**src/design/edr_pkg.sv**
```systemverilog
// Package for the external memory upper data and read strobe block.
// Assumes a 40 MHz system clock and a classic Wishbone register bus.
package edr_pkg;

  localparam int unsigned CLK_PERIOD_NS = 25;
  localparam int unsigned RD_LOW_NS     = 50;
  localparam int unsigned RD_LOW_CYC    = (RD_LOW_NS + CLK_PERIOD_NS - 1) / CLK_PERIOD_NS;

  localparam int unsigned DATA_W   = 16;
  localparam int unsigned ADDR_W   = 24;
  localparam int unsigned PF_W     = 9;
  localparam int unsigned PF_BASE  = 7;

  localparam logic [7:0] REG_BUS_CTRL  = 8'h00;
  localparam logic [7:0] REG_PF_FUNC   = 8'h04;
  localparam logic [7:0] REG_PF_DIR    = 8'h08;
  localparam logic [7:0] REG_PF_OUT    = 8'h0C;
  localparam logic [7:0] REG_PF_PULLUP = 8'h10;
  localparam logic [7:0] REG_PF_IN     = 8'h14;
  localparam logic [7:0] REG_SYS_PUD   = 8'h18;
  localparam logic [7:0] REG_RD_START  = 8'h1C;
  localparam logic [7:0] REG_RD_STATUS = 8'h20;

  localparam int unsigned BUS_DRIVE_BIT  = 0;
  localparam int unsigned RD_PUD_BIT     = 0;
  localparam int unsigned START_SPACE_LO = 24;
  localparam int unsigned STAT_BUSY_BIT  = 16;
  localparam int unsigned STAT_DONE_BIT  = 17;

  localparam logic          BUS_DRIVE_RST = 1'b0;
  localparam logic [PF_W-1:0] PF_FUNC_RST   = 9'h1FF;
  localparam logic [PF_W-1:0] PF_DIR_RST    = 9'h000;
  localparam logic [PF_W-1:0] PF_OUT_RST    = 9'h000;
  localparam logic [PF_W-1:0] PF_PULLUP_RST = 9'h1FF;
  localparam logic          RD_PUD_RST    = 1'b0;

  typedef enum logic [1:0] {
    EDR_SPACE_PROG = 2'b00,
    EDR_SPACE_DATA = 2'b01,
    EDR_SPACE_CHIP = 2'b10
  } edr_space_t;

  typedef enum logic [1:0] {
    EDR_ST_IDLE   = 2'b00,
    EDR_ST_SETUP  = 2'b01,
    EDR_ST_STROBE = 2'b10,
    EDR_ST_HOLD   = 2'b11
  } edr_state_t;

  typedef struct packed {
    logic [ADDR_W-1:0] addr;
    logic              rd_n;
    logic              program_select_n;
    logic              data_select_n;
    logic              chip_select_n;
  } edr_ctl_t;

endpackage : edr_pkg

```
**src/design/edr_read_pins.sv**
```systemverilog
// External memory read port with upper data lines shared with port F pins.
// Assumes a classic Wishbone master and pins sampled synchronously to clk_i.
//
// Behaviour
// - Upper data lines carry their part of words.
// - Idle bus tri-stated unless bus drive set.
// - Each port F pin is input or output.
// - Shared pins select data bus after reset.
// - Cleared port F pull-up bit turns pull-up off.
// - Read strobe low for whole read cycle; block drives it low only in the strobe state, high in setup and hold.
// - Strobe low makes data lines inputs, except port F pins set as outputs.
// - Read data captured as strobe rises.
// - Low strobe qualifies address and select lines.
// - Set disable bit turns strobe pull-up off.
`timescale 1ns/100ps
`default_nettype none

module edr_read_pins
  import edr_pkg::*;
#(
  parameter int unsigned RD_LOW_CYCLES = RD_LOW_CYC
) (
  input  wire logic                clk_i,
  input  wire logic                rst_i,
  input  wire logic [7:0]          adr_i,
  input  wire logic [31:0]         dat_i,
  output logic      [31:0]         dat_o,
  input  wire logic                we_i,
  input  wire logic [3:0]          sel_i,
  input  wire logic                stb_i,
  input  wire logic                cyc_i,
  output logic                     ack_o,
  input  wire logic [DATA_W-1:0]   ext_data_lines_i,
  output logic      [DATA_W-1:0]   ext_data_lines_o,
  output logic      [DATA_W-1:0]   ext_data_lines_oe_o,
  output edr_ctl_t                 ctl_o,
  output logic                     ctl_oe_o,
  output logic      [PF_W-1:0]     port_f_pullup_o,
  output logic                     rd_pullup_o
);

  logic              bus_drive_select;
  logic [PF_W-1:0]   port_f_func;
  logic [PF_W-1:0]   port_f_dir;
  logic [PF_W-1:0]   port_f_out;
  logic [PF_W-1:0]   port_f_pullup_enable;
  logic              rd_pullup_disable;
  logic [ADDR_W-1:0] rd_addr;
  edr_space_t        rd_space;
  logic [DATA_W-1:0] rd_data;
  logic              rd_done;
  edr_state_t        state;
  edr_state_t        next_state;
  logic [7:0]        strobe_cnt;
  logic              bus_hit;
  logic              wr_hit;
  logic              start_req;
  logic              space_ok;
  logic              done_clr;
  logic [31:0]       wmask;
  logic [31:0]       next_dat;
  logic              next_busy;
  logic              next_ctl_oe;
  edr_ctl_t          next_ctl;
  logic [DATA_W-1:0] next_data_oe;
  logic [DATA_W-1:0] next_data_out;

  localparam logic [7:0] STROBE_LAST = 8'(RD_LOW_CYCLES - 1);

  // A new request is taken once; ack rises one cycle later and then drops.
  assign bus_hit = cyc_i & stb_i & ~ack_o;
  assign wr_hit  = bus_hit & we_i;
  assign wmask   = {{8{sel_i[3]}}, {8{sel_i[2]}}, {8{sel_i[1]}}, {8{sel_i[0]}}};

  // A start naming no memory space is refused, so every strobe carries one select.
  assign space_ok  = (dat_i[START_SPACE_LO+1:START_SPACE_LO] <= EDR_SPACE_CHIP);
  assign start_req = wr_hit && (adr_i == REG_RD_START) && (state == EDR_ST_IDLE) && space_ok;
  assign done_clr  = wr_hit && (adr_i == REG_RD_STATUS) && sel_i[2] && dat_i[STAT_DONE_BIT];

  // Bus handshake.
  always_ff @(posedge clk_i) begin
    if (rst_i) begin
      ack_o <= 1'b0;
    end else begin
      ack_o <= bus_hit;
    end
  end

  // Read data path, unmapped addresses read as zero.
  always_comb begin
    next_dat = 32'h0000_0000;
    unique case (adr_i)
      REG_BUS_CTRL:  next_dat[BUS_DRIVE_BIT] = bus_drive_select;
      REG_PF_FUNC:   next_dat[PF_W-1:0] = port_f_func;
      REG_PF_DIR:    next_dat[PF_W-1:0] = port_f_dir;
      REG_PF_OUT:    next_dat[PF_W-1:0] = port_f_out;
      REG_PF_PULLUP: next_dat[PF_W-1:0] = port_f_pullup_enable;
      REG_PF_IN:     next_dat[PF_W-1:0] = ext_data_lines_i[DATA_W-1:PF_BASE];
      REG_SYS_PUD:   next_dat[RD_PUD_BIT] = rd_pullup_disable;
      REG_RD_START:  next_dat = {6'h00, rd_space, rd_addr};
      REG_RD_STATUS: next_dat = {14'h0000, rd_done, state != EDR_ST_IDLE, rd_data};
      default:       next_dat = 32'h0000_0000;
    endcase
  end

  always_ff @(posedge clk_i) begin
    if (rst_i) begin
      dat_o <= 32'h0000_0000;
    end else if (bus_hit && !we_i) begin
      dat_o <= next_dat;
    end
  end

  // Bus control register.
  always_ff @(posedge clk_i) begin
    if (rst_i) begin
      bus_drive_select <= BUS_DRIVE_RST;
    end else if (wr_hit && adr_i == REG_BUS_CTRL && sel_i[0]) begin
      bus_drive_select <= dat_i[BUS_DRIVE_BIT];
    end
  end

  // Port F function select; data bus function out of reset.
  always_ff @(posedge clk_i) begin
    if (rst_i) begin
      port_f_func <= PF_FUNC_RST;
    end else if (wr_hit && adr_i == REG_PF_FUNC) begin
      port_f_func <= (port_f_func & ~wmask[PF_W-1:0]) | (dat_i[PF_W-1:0] & wmask[PF_W-1:0]);
    end
  end

  // Port F direction, one bit per pin.
  always_ff @(posedge clk_i) begin
    if (rst_i) begin
      port_f_dir <= PF_DIR_RST;
    end else if (wr_hit && adr_i == REG_PF_DIR) begin
      port_f_dir <= (port_f_dir & ~wmask[PF_W-1:0]) | (dat_i[PF_W-1:0] & wmask[PF_W-1:0]);
    end
  end

  // Port F output data.
  always_ff @(posedge clk_i) begin
    if (rst_i) begin
      port_f_out <= PF_OUT_RST;
    end else if (wr_hit && adr_i == REG_PF_OUT) begin
      port_f_out <= (port_f_out & ~wmask[PF_W-1:0]) | (dat_i[PF_W-1:0] & wmask[PF_W-1:0]);
    end
  end

  // Port F pull-up enables; bit n belongs to pin n.
  always_ff @(posedge clk_i) begin
    if (rst_i) begin
      port_f_pullup_enable <= PF_PULLUP_RST;
    end else if (wr_hit && adr_i == REG_PF_PULLUP) begin
      port_f_pullup_enable <= (port_f_pullup_enable & ~wmask[PF_W-1:0])
                              | (dat_i[PF_W-1:0] & wmask[PF_W-1:0]);
    end
  end

  // System pull-up disable for the read strobe pin.
  always_ff @(posedge clk_i) begin
    if (rst_i) begin
      rd_pullup_disable <= RD_PUD_RST;
    end else if (wr_hit && adr_i == REG_SYS_PUD && sel_i[0]) begin
      rd_pullup_disable <= dat_i[RD_PUD_BIT];
    end
  end

  // Port F pull-up pins.
  always_ff @(posedge clk_i) begin
    if (rst_i) begin
      port_f_pullup_o <= PF_PULLUP_RST;
    end else begin
      port_f_pullup_o <= port_f_pullup_enable;
    end
  end

  // Read strobe pull-up pin.
  always_ff @(posedge clk_i) begin
    if (rst_i) begin
      rd_pullup_o <= ~RD_PUD_RST;
    end else begin
      rd_pullup_o <= ~rd_pullup_disable;
    end
  end

  // Read request address, latched when a read is started.
  always_ff @(posedge clk_i) begin
    if (rst_i) begin
      rd_addr <= '0;
    end else if (start_req) begin
      rd_addr <= dat_i[ADDR_W-1:0];
    end
  end

  // Read request space, latched when a read is started; only legal codes get here.
  always_ff @(posedge clk_i) begin
    if (rst_i) begin
      rd_space <= EDR_SPACE_PROG;
    end else if (start_req) begin
      rd_space <= edr_space_t'(dat_i[START_SPACE_LO+1:START_SPACE_LO]);
    end
  end

  // Read cycle sequencer.
  always_comb begin
    next_state = state;
    unique case (state)
      EDR_ST_IDLE: begin
        if (start_req) begin
          next_state = EDR_ST_SETUP;
        end
      end
      EDR_ST_SETUP: begin
        next_state = EDR_ST_STROBE;
      end
      EDR_ST_STROBE: begin
        if (strobe_cnt == STROBE_LAST) begin
          next_state = EDR_ST_HOLD;
        end
      end
      EDR_ST_HOLD: begin
        next_state = EDR_ST_IDLE;
      end
    endcase
  end

  always_ff @(posedge clk_i) begin
    if (rst_i) begin
      state <= EDR_ST_IDLE;
    end else begin
      state <= next_state;
    end
  end

  // Strobe width counter.
  always_ff @(posedge clk_i) begin
    if (rst_i) begin
      strobe_cnt <= 8'h00;
    end else if (state == EDR_ST_STROBE) begin
      strobe_cnt <= strobe_cnt + 8'h01;
    end else begin
      strobe_cnt <= 8'h00;
    end
  end

  // Captured data and done flag; a new capture wins over a clear.
  always_ff @(posedge clk_i) begin
    if (rst_i) begin
      rd_data <= '0;
    end else if (state == EDR_ST_STROBE && next_state == EDR_ST_HOLD) begin
      rd_data <= ext_data_lines_i;
    end
  end

  always_ff @(posedge clk_i) begin
    if (rst_i) begin
      rd_done <= 1'b0;
    end else if (state == EDR_ST_STROBE && next_state == EDR_ST_HOLD) begin
      rd_done <= 1'b1;
    end else if (done_clr || start_req) begin
      rd_done <= 1'b0;
    end
  end

  // Control pins decoded from the next state so the pins come from flops.
  always_comb begin
    next_busy                 = (next_state != EDR_ST_IDLE);
    next_ctl.addr             = next_busy ? (start_req ? dat_i[ADDR_W-1:0] : rd_addr) : '0;
    next_ctl.rd_n             = (next_state != EDR_ST_STROBE);
    next_ctl.program_select_n = 1'b1;
    next_ctl.data_select_n    = 1'b1;
    next_ctl.chip_select_n    = 1'b1;
    if (next_state == EDR_ST_STROBE) begin
      next_ctl.program_select_n = (rd_space != EDR_SPACE_PROG);
      next_ctl.data_select_n    = (rd_space != EDR_SPACE_DATA);
      next_ctl.chip_select_n    = (rd_space != EDR_SPACE_CHIP);
    end
    next_ctl_oe = next_busy | bus_drive_select;
  end

  // Memory control pins.
  always_ff @(posedge clk_i) begin
    if (rst_i) begin
      ctl_o <= '{addr: '0, rd_n: 1'b1, program_select_n: 1'b1,
                 data_select_n: 1'b1, chip_select_n: 1'b1};
    end else begin
      ctl_o <= next_ctl;
    end
  end

  // Control pin enable; released while idle unless bus drive is set.
  always_ff @(posedge clk_i) begin
    if (rst_i) begin
      ctl_oe_o <= 1'b0;
    end else begin
      ctl_oe_o <= next_ctl_oe;
    end
  end

  // Per-line data pin control; upper lines may be port F pins instead.
  // Bus lines let go in the setup cycle already, so memory and device never fight.
  for (genvar i = 0; i < DATA_W; i++) begin : g_line
    if (i >= PF_BASE) begin : g_shared
      always_comb begin
        if (!port_f_func[i-PF_BASE]) begin
          next_data_oe[i]  = port_f_dir[i-PF_BASE];
          next_data_out[i] = port_f_out[i-PF_BASE];
        end else begin
          next_data_oe[i]  = !next_busy && bus_drive_select;
          next_data_out[i] = 1'b0;
        end
      end
    end else begin : g_bus_only
      always_comb begin
        next_data_oe[i]  = !next_busy && bus_drive_select;
        next_data_out[i] = 1'b0;
      end
    end
  end

  // Data pin enables.
  always_ff @(posedge clk_i) begin
    if (rst_i) begin
      ext_data_lines_oe_o <= '0;
    end else begin
      ext_data_lines_oe_o <= next_data_oe;
    end
  end

  // Data pin drive values.
  always_ff @(posedge clk_i) begin
    if (rst_i) begin
      ext_data_lines_o <= '0;
    end else begin
      ext_data_lines_o <= next_data_out;
    end
  end

endmodule : edr_read_pins

`default_nettype wire
```
**config.mk**
```make
export PLATFORM = sky130hd
export DESIGN_NAME = edr_read_pins
export DESIGN_NICKNAME = d
export VERILOG_FILES = /design/src/design/edr_pkg.sv /design/src/design/edr_read_pins.sv
export SDC_FILE = /design/constraint.sdc
export NUM_CORES = 1
export LEC_CHECK = 0
export ABC_AREA = 0
export BUFFER_PORTS_ARGS = -buffer_cell sky130_fd_sc_hd__buf_2
export CORE_UTILIZATION = 48
export DETAILED_ROUTE_END_ITERATION = 10
export GPL_TIMING_DRIVEN = 1
export PLACE_DENSITY = 0.78
export SLEW_MARGIN = 20
export SYNTH_ARGS = -nofsm -noshare
export SYNTH_HDL_FRONTEND = slang
export SYNTH_SLANG_ARGS = --single-unit
export TNS_END_PERCENT = 1
```
**constraint.sdc**
```tcl
create_clock -name clk_i -period 1.9 [get_ports clk_i]
set_clock_uncertainty 0.1 [all_clocks]
set_input_delay 0.095 -clock clk_i [delete_from_list [all_inputs] [get_ports clk_i]]
set_output_delay 0.095 -clock clk_i [all_outputs]
set_load 0.02 [all_outputs]
```
# After elaboration in Yosys (flattened, before gate mapping)
# Index checks and enable logic that the tools add are counted.
dict set report classes {
  n_mux 18
  n_eq_ne 17
  order_cmp 1
  reduce_logical 38
  bitwise_logic 19
  addsub 1
  n_mul 0
  shifts 0
  n_div 0
}
# cell count
set op_table {}
lappend op_table {{$pmux 8 s7} 1}
lappend op_table {{$and 9x9->9} 5}
lappend op_table {{$or 9x9->9} 4}
lappend op_table {{$pmux 17 s2} 1}
lappend op_table {{$eq 8x5->1 const B} 4}
lappend op_table {{$mux 24} 1}
lappend op_table {{$reduce_or 2->1} 12}
lappend op_table {{$logic_and 1x1->1} 17}
lappend op_table {{$eq 8x4->1 const B} 2}
lappend op_table {{$mux 1} 11}
lappend op_table {{$not 9->9} 1}
lappend op_table {{$pmux 1 s9} 1}
lappend op_table {{$add 8x1->8 const B} 1}
lappend op_table {{$eq 2x2->1 const B} 4}
lappend op_table {{$eq 8x1->1 const B} 1}
lappend op_table {{$eq 8x3->1 const B} 1}
lappend op_table {{$eq 8x6->1 const B} 1}
lappend op_table {{$logic_not 8->1} 1}
lappend op_table {{$pmux 2 s4} 1}
lappend op_table {{$reduce_bool 2->1} 4}
lappend op_table {{$not 1->1} 5}
lappend op_table {{$mux 2} 2}
lappend op_table {{$ne 2x2->1 const B} 2}
lappend op_table {{$and 1x1->1} 3}
lappend op_table {{7 further kinds} 8}
dict set report word_totals {
  wordCells 127
  inputBits 65
  n_memories 0
  rom_bits 0
  out_inout_bits 104
  register_bits 195
  latchBits 0
  ramBits 0
}

# Depth between registers and ports, before layout
dict set report depth {
  word_depth 12
  mapped_depth 9
  mapped_depth_nobuf 7
}

# Worst setup path before layout
# No wires, ideal clock.
dict set report synth_path {
  path_kind {register to register}
  start {reg ack_o}
  end {reg ctl_o[22] in the netlist's numbering}
  synth_period_minus_slack_ns 2.049
  required_ns 1.674
  path_slack_ns -0.149
  t_arrival_ns 1.822
  setup_ns 0.126
  path_stages_with_launch 8
  cell_sequence {dfxtp_1 -> and4b_1 -> clkbuf_1 -> nand4_2 -> buf_2 -> buf_2 -> mux2i_1 -> nor2_1}
}
dict set report synth_between {
  elab_chain_cells 11
}
# element line
set synth_lines {}
lappend synth_lines {{from (decl)} edr_read_pins.sv:32} ;# output logic ack_o,
lappend synth_lines {{from (signal assigned)} edr_read_pins.sv:85} ;# ack_o <= bus_hit;
lappend synth_lines {{$not 1->1 (*)} edr_read_pins.sv:71} ;# assign bus_hit = cyc_i & stb_i & ~ack_o;
lappend synth_lines {{$and 1x1->1 (*)} edr_read_pins.sv:71}
lappend synth_lines {{$and 1x1->1 (*)} edr_read_pins.sv:72} ;# assign wr_hit = bus_hit & we_i;
lappend synth_lines {{$logic_and 1x1->1 (*) (3 in series)} edr_read_pins.sv:77} ;# assign start_req = wr_hit && (adr_i == REG_RD_START) && (state == EDR_ST_IDLE) && space_ok;
lappend synth_lines {{$mux 2} edr_read_pins.sv:210} ;# if (start_req) begin
lappend synth_lines {{$pmux 2 s4} edr_read_pins.sv:208} ;# unique case (state)
lappend synth_lines {{$reduce_bool 2->1} edr_read_pins.sv:268} ;# next_busy = (next_state != EDR_ST_IDLE);
lappend synth_lines {{$not 1->1 (no source line)} n/a}
lappend synth_lines {{$reduce_or 2->1 (no source line)} n/a}
lappend synth_lines {{to (signal assigned)} edr_read_pins.sv:285} ;# ctl_o <= '{addr: '0, rd_n: 1'b1, program_select_n: 1'b1,
lappend synth_lines {{to (signal assigned)} edr_read_pins.sv:288} ;# ctl_o <= next_ctl;
lappend synth_lines {{to (decl)} edr_read_pins.sv:36} ;# output edr_ctl_t ctl_o,
# Every way passes the cells marked *; elsewhere a longest branch is shown, timed or not.
# A chain may end at the register's enable or synchronous reset.

# Final worst setup path
dict set report layout_path {
  start {reg state[0]}
  end {reg rd_data[0]}
}
dict set report layout_between {
  elab_chain_cells 7
}
# element line
set layout_lines {}
lappend layout_lines {{from (decl)} edr_read_pins.sv:52} ;# edr_state_t state;
lappend layout_lines {{from (signal assigned)} edr_read_pins.sv:232} ;# state <= next_state;
lappend layout_lines {{$logic_not 2->1} {edr_read_pins.sv:77, edr_read_pins.sv:208}}
lappend layout_lines {{$logic_and 1x1->1 (2 in series)} edr_read_pins.sv:77}
lappend layout_lines {{$mux 2} edr_read_pins.sv:210}
lappend layout_lines {{$pmux 2 s4} edr_read_pins.sv:208}
lappend layout_lines {{$eq 2x2->1} edr_read_pins.sv:251} ;# end else if (state == EDR_ST_STROBE && next_state == EDR_ST_HOLD) begin
lappend layout_lines {{$logic_and 1x1->1 (*)} edr_read_pins.sv:251}
lappend layout_lines {{to (signal assigned)} edr_read_pins.sv:252} ;# rd_data <= ext_data_lines_i;
lappend layout_lines {{to (decl)} edr_read_pins.sv:50} ;# logic [DATA_W-1:0] rd_data;
# Marked as above.

==> run_results.csv <==
group,metric,value,unit
cts,cts_made_buffers,17,
finish,final_common_cell,"dfxtp_1",
pwr,internal-power,6.42,mW
sta,rsz0062_at_grt,"yes",
sta,period_minus_slack,1850,ps
pwr,p_per_area,937,nW/um2
synthesis,avgSynthCellArea,9.64,um2
run_status,outcome,"completed",
synthesis,synth-edff-count,0,
finish,fin_cells,1100,
global_routing,use_met3,0.0712,
pwr,peakVddDrop,0.906,mV
global_routing,top_usage_layer,"met2",
worst_hold_path,min_from,"stb_i",
sta,drv_slew,0,
sta,worst_slack,46.0,ps
pwr,seqPwrFrac,0.448,
worst_setup_path,required,2120,ps
drt,drt-initial-drc-count,481,
floorplan,rows,42,
floorplan,dieArea,14500,um2
global_routing,grtUsageMet1,0.315,
global_routing,grt_use_met2,0.438,
worst_setup_path,critical_path_buf_inv_count,2,
drt,drt_first_pass_iters,7,
worst_setup_path,regToRegStartpoint,"state[0]$_SDFF_PP0_",
global_routing,track_usage,0.257,
cts,clkTransAtPathRegs,60,ps
sta,worst_pin_slew,662,ps
worst_setup_path,path_max_fanout,9,
global_routing,grt_pass1_wl,28700,um
worst_setup_path,crit_family,"compound AO/OA/AOI/OAI gates",
place,place_hpwl,12300,um
sta,finalSetupViolCount,0,
job,maxCapViolations,0,
global_routing,overflow,0,
place,place_ws,-97.6,ps
synthesis,synth_ff_type,"dfxtp_1",
drt,ant_nets,0,
floorplan,coreArea,13500,um2
drt,viasPerCell,5.40,
pwr,p_switching,2.03,mW
drt,finalWirelength,18300,um
pwr,p_comb_frac,0.123,
worst_setup_path,crit_chain,"inv_2 -> ha_4 -> a21boi_4 -> nand4_4 -> a21oi_4 -> buf_12 -> mux2i_1 -> nor2_1",
worst_hold_path,hold_path.class,"primary input to flop",
place,port-buffer-count,148,
finish,drive_above_1_share,0.278,
synthesis,yosysWarnings,0,
floorplan,dieHeight,120,um
synthesis,async_flop_share,0,
finish,diodes,0,
global_routing,grt_max_degree,38,
finish,nets,981,
place,dpl.cell_count,1016,
finish,layout_common_cells,"dfxtp_1 (174), buf_2 (147), nor2_1 (122)",
worst_setup_path,end_kind,"flop",
floorplan,ios,169,
place,placed_area,7850,um2
worst_setup_path,crit_path_start_kind,"flop",
global_routing,antenna_found_initial,0,
floorplan,start_util,0.501,
synthesis,ys_seq_area_frac,0.523,
cts,clockBufferDepth,2,
worst_setup_path,path_class,"flop to flop",
finish,final_area,9020,um2
pwr,swShare,0.240,
pwr,pwr-share-clk,0.429,
cts,htreeDepth,4,
global_routing,grt_pass1_vias,5665,
finish,area_delta_synth_final,33.9,%
sta,final-hold-violation-count,0,
sta,fin_crit_sh,0.976,
worst_setup_path,cp-startpoint,"state[0]$_SDFF_PP0_",
synthesis,netlist_instances,699,
cts,clk_latency,430,ps
finish,final_util,0.670,
synthesis,synth_cell_types,55,
worst_setup_path,max_stage_delay,320,ps
sta,slew_headroom,0.557,
synthesis,ys_seq_elements,176,
worst_setup_path,arrival,2080,ps
drt,vias,5942,
sta,fmax,539,MHz
cts,cts_root_buf,"clkbuf_16",
pwr,leakage,4.00,nW
place,gp_congestion,0.882,
cts,cts_sinks,176,
drt,route.detailed.drc,0,
cts,cts_tree,"yes",
worst_setup_path,crit_slowest_cell,"dfxtp_2",
floorplan,die_w,120,um
synthesis,syn_area,6740,um2
drt,wl_per_cell,16.6,um
kinds of logic after synthesis:
group	count (synthesis)	share of synthesized area
other cells	1	0.000557
fa+ha+maj	4	0.00743
flops	176	0.523
simple gates	267	0.191
compound gates	114	0.112
mux	63	0.107
xor+xnor	6	0.00780
buf+inv	68	0.0520
layout make-up:
class | instances | area (um2)
clock buffer | 21 | 450
clock inverter | 10 | 161
fill | 1066 | 4440
inverter | 9 | 33.8
multi-input combinational | 467 | 2980
sequential | 176 | 3530
tap | 176 | 220
timing repair buffer | 241 | 1640
cells in the mapped netlist (7+ instances only):
cell / instances / area, um2
a22oi_1: 8 / 60.1
a22o_1: 9 / 78.8
inv_1: 9 / 33.8
o21bai_1: 8 / 60.1
mux2i_1: 55 / 551
dfxtp_1: 176 / 3520
or2_2: 9 / 56.3
a21oi_1: 38 / 190
a221oi_1: 18 / 158
buf_2: 7 / 35.0
nand3_1: 26 / 130
buf_4: 21 / 158
and2_1: 11 / 68.8
o21ai_0: 20 / 100
clkbuf_1: 28 / 105
nand2b_1: 13 / 81.3
nor3_1: 12 / 60.1
nand2_1: 42 / 158
mux4_2: 7 / 158
nor2_1: 122 / 458
worst register-to-register path, cell delays in order (launching register included):
cell and delay [ps]:
dfxtp_2 320, inv_2 70, ha_4 150, a21boi_4 210, nand4_4 160, a21oi_4 270
buf_12 170, mux2i_1 230, nor2_1 50
metal layers:
| layer | share of wire | up-vias |
|---|---|---|
| met4 | 0.020 | 0 |
| met3 | 0.076 | 35 |
| met1 | 0.41 | 2830 |
| met5 | 0 | - |
| li1 | - | 2813 |
| met2 | 0.49 | 264 |
power by group through the flow:
| stage | registers [mW] | clock network [mW] | logic, mW |
|---|---|---|---|
| detailed placement | 3.86 | 0 | 0.901 |
| floorplan | 3.90 | 0 | 0.511 |
| CTS | 3.78 | 3.66 | 0.987 |
| global route | 3.78 | 3.82 | 1.12 |
| global placement | 3.86 | 0 | 0.884 |
| finish | 3.78 | 3.63 | 1.04 |
repair_timing:
| action | in CTS | in global routing |
|---|---|---|
| endpoints found under the hold margin | 110 | 0 |
| setup buffers | 0 | 5 |
| pin swaps | 2 | 4 |
| hold buffers | 48 | 0 |
| setup endpoints to repair | 47 | 80 |
| resized for setup | 2 | 10 |
through the flow:
stage	TNS, ps	hold WS [ps]	power (mW)
floorplan	0	124	4.41
global placement	-1.85	231	4.74
detailed placement	-2080	240	4.76
CTS	0	47.4	8.43
global route	-135	87.2	8.72
finish	0	54.9	8.44
worst paths after layout:
path | to | slack [ps] | cells past startpoint
worst max-delay path | rd_data[0]$_SDFFE_PP0P_ | 50 | 8
worst min-delay path | dat_o[0]$_SDFFE_PP0P_ | 50 | 4
worst max register to register | rd_data[0]$_SDFFE_PP0P_ | 50 | 8
worst min register to register | rd_pullup_o$_SDFF_PP1_ | 340 | 1
No activity file was read; power rests on OpenSTA's default activity.
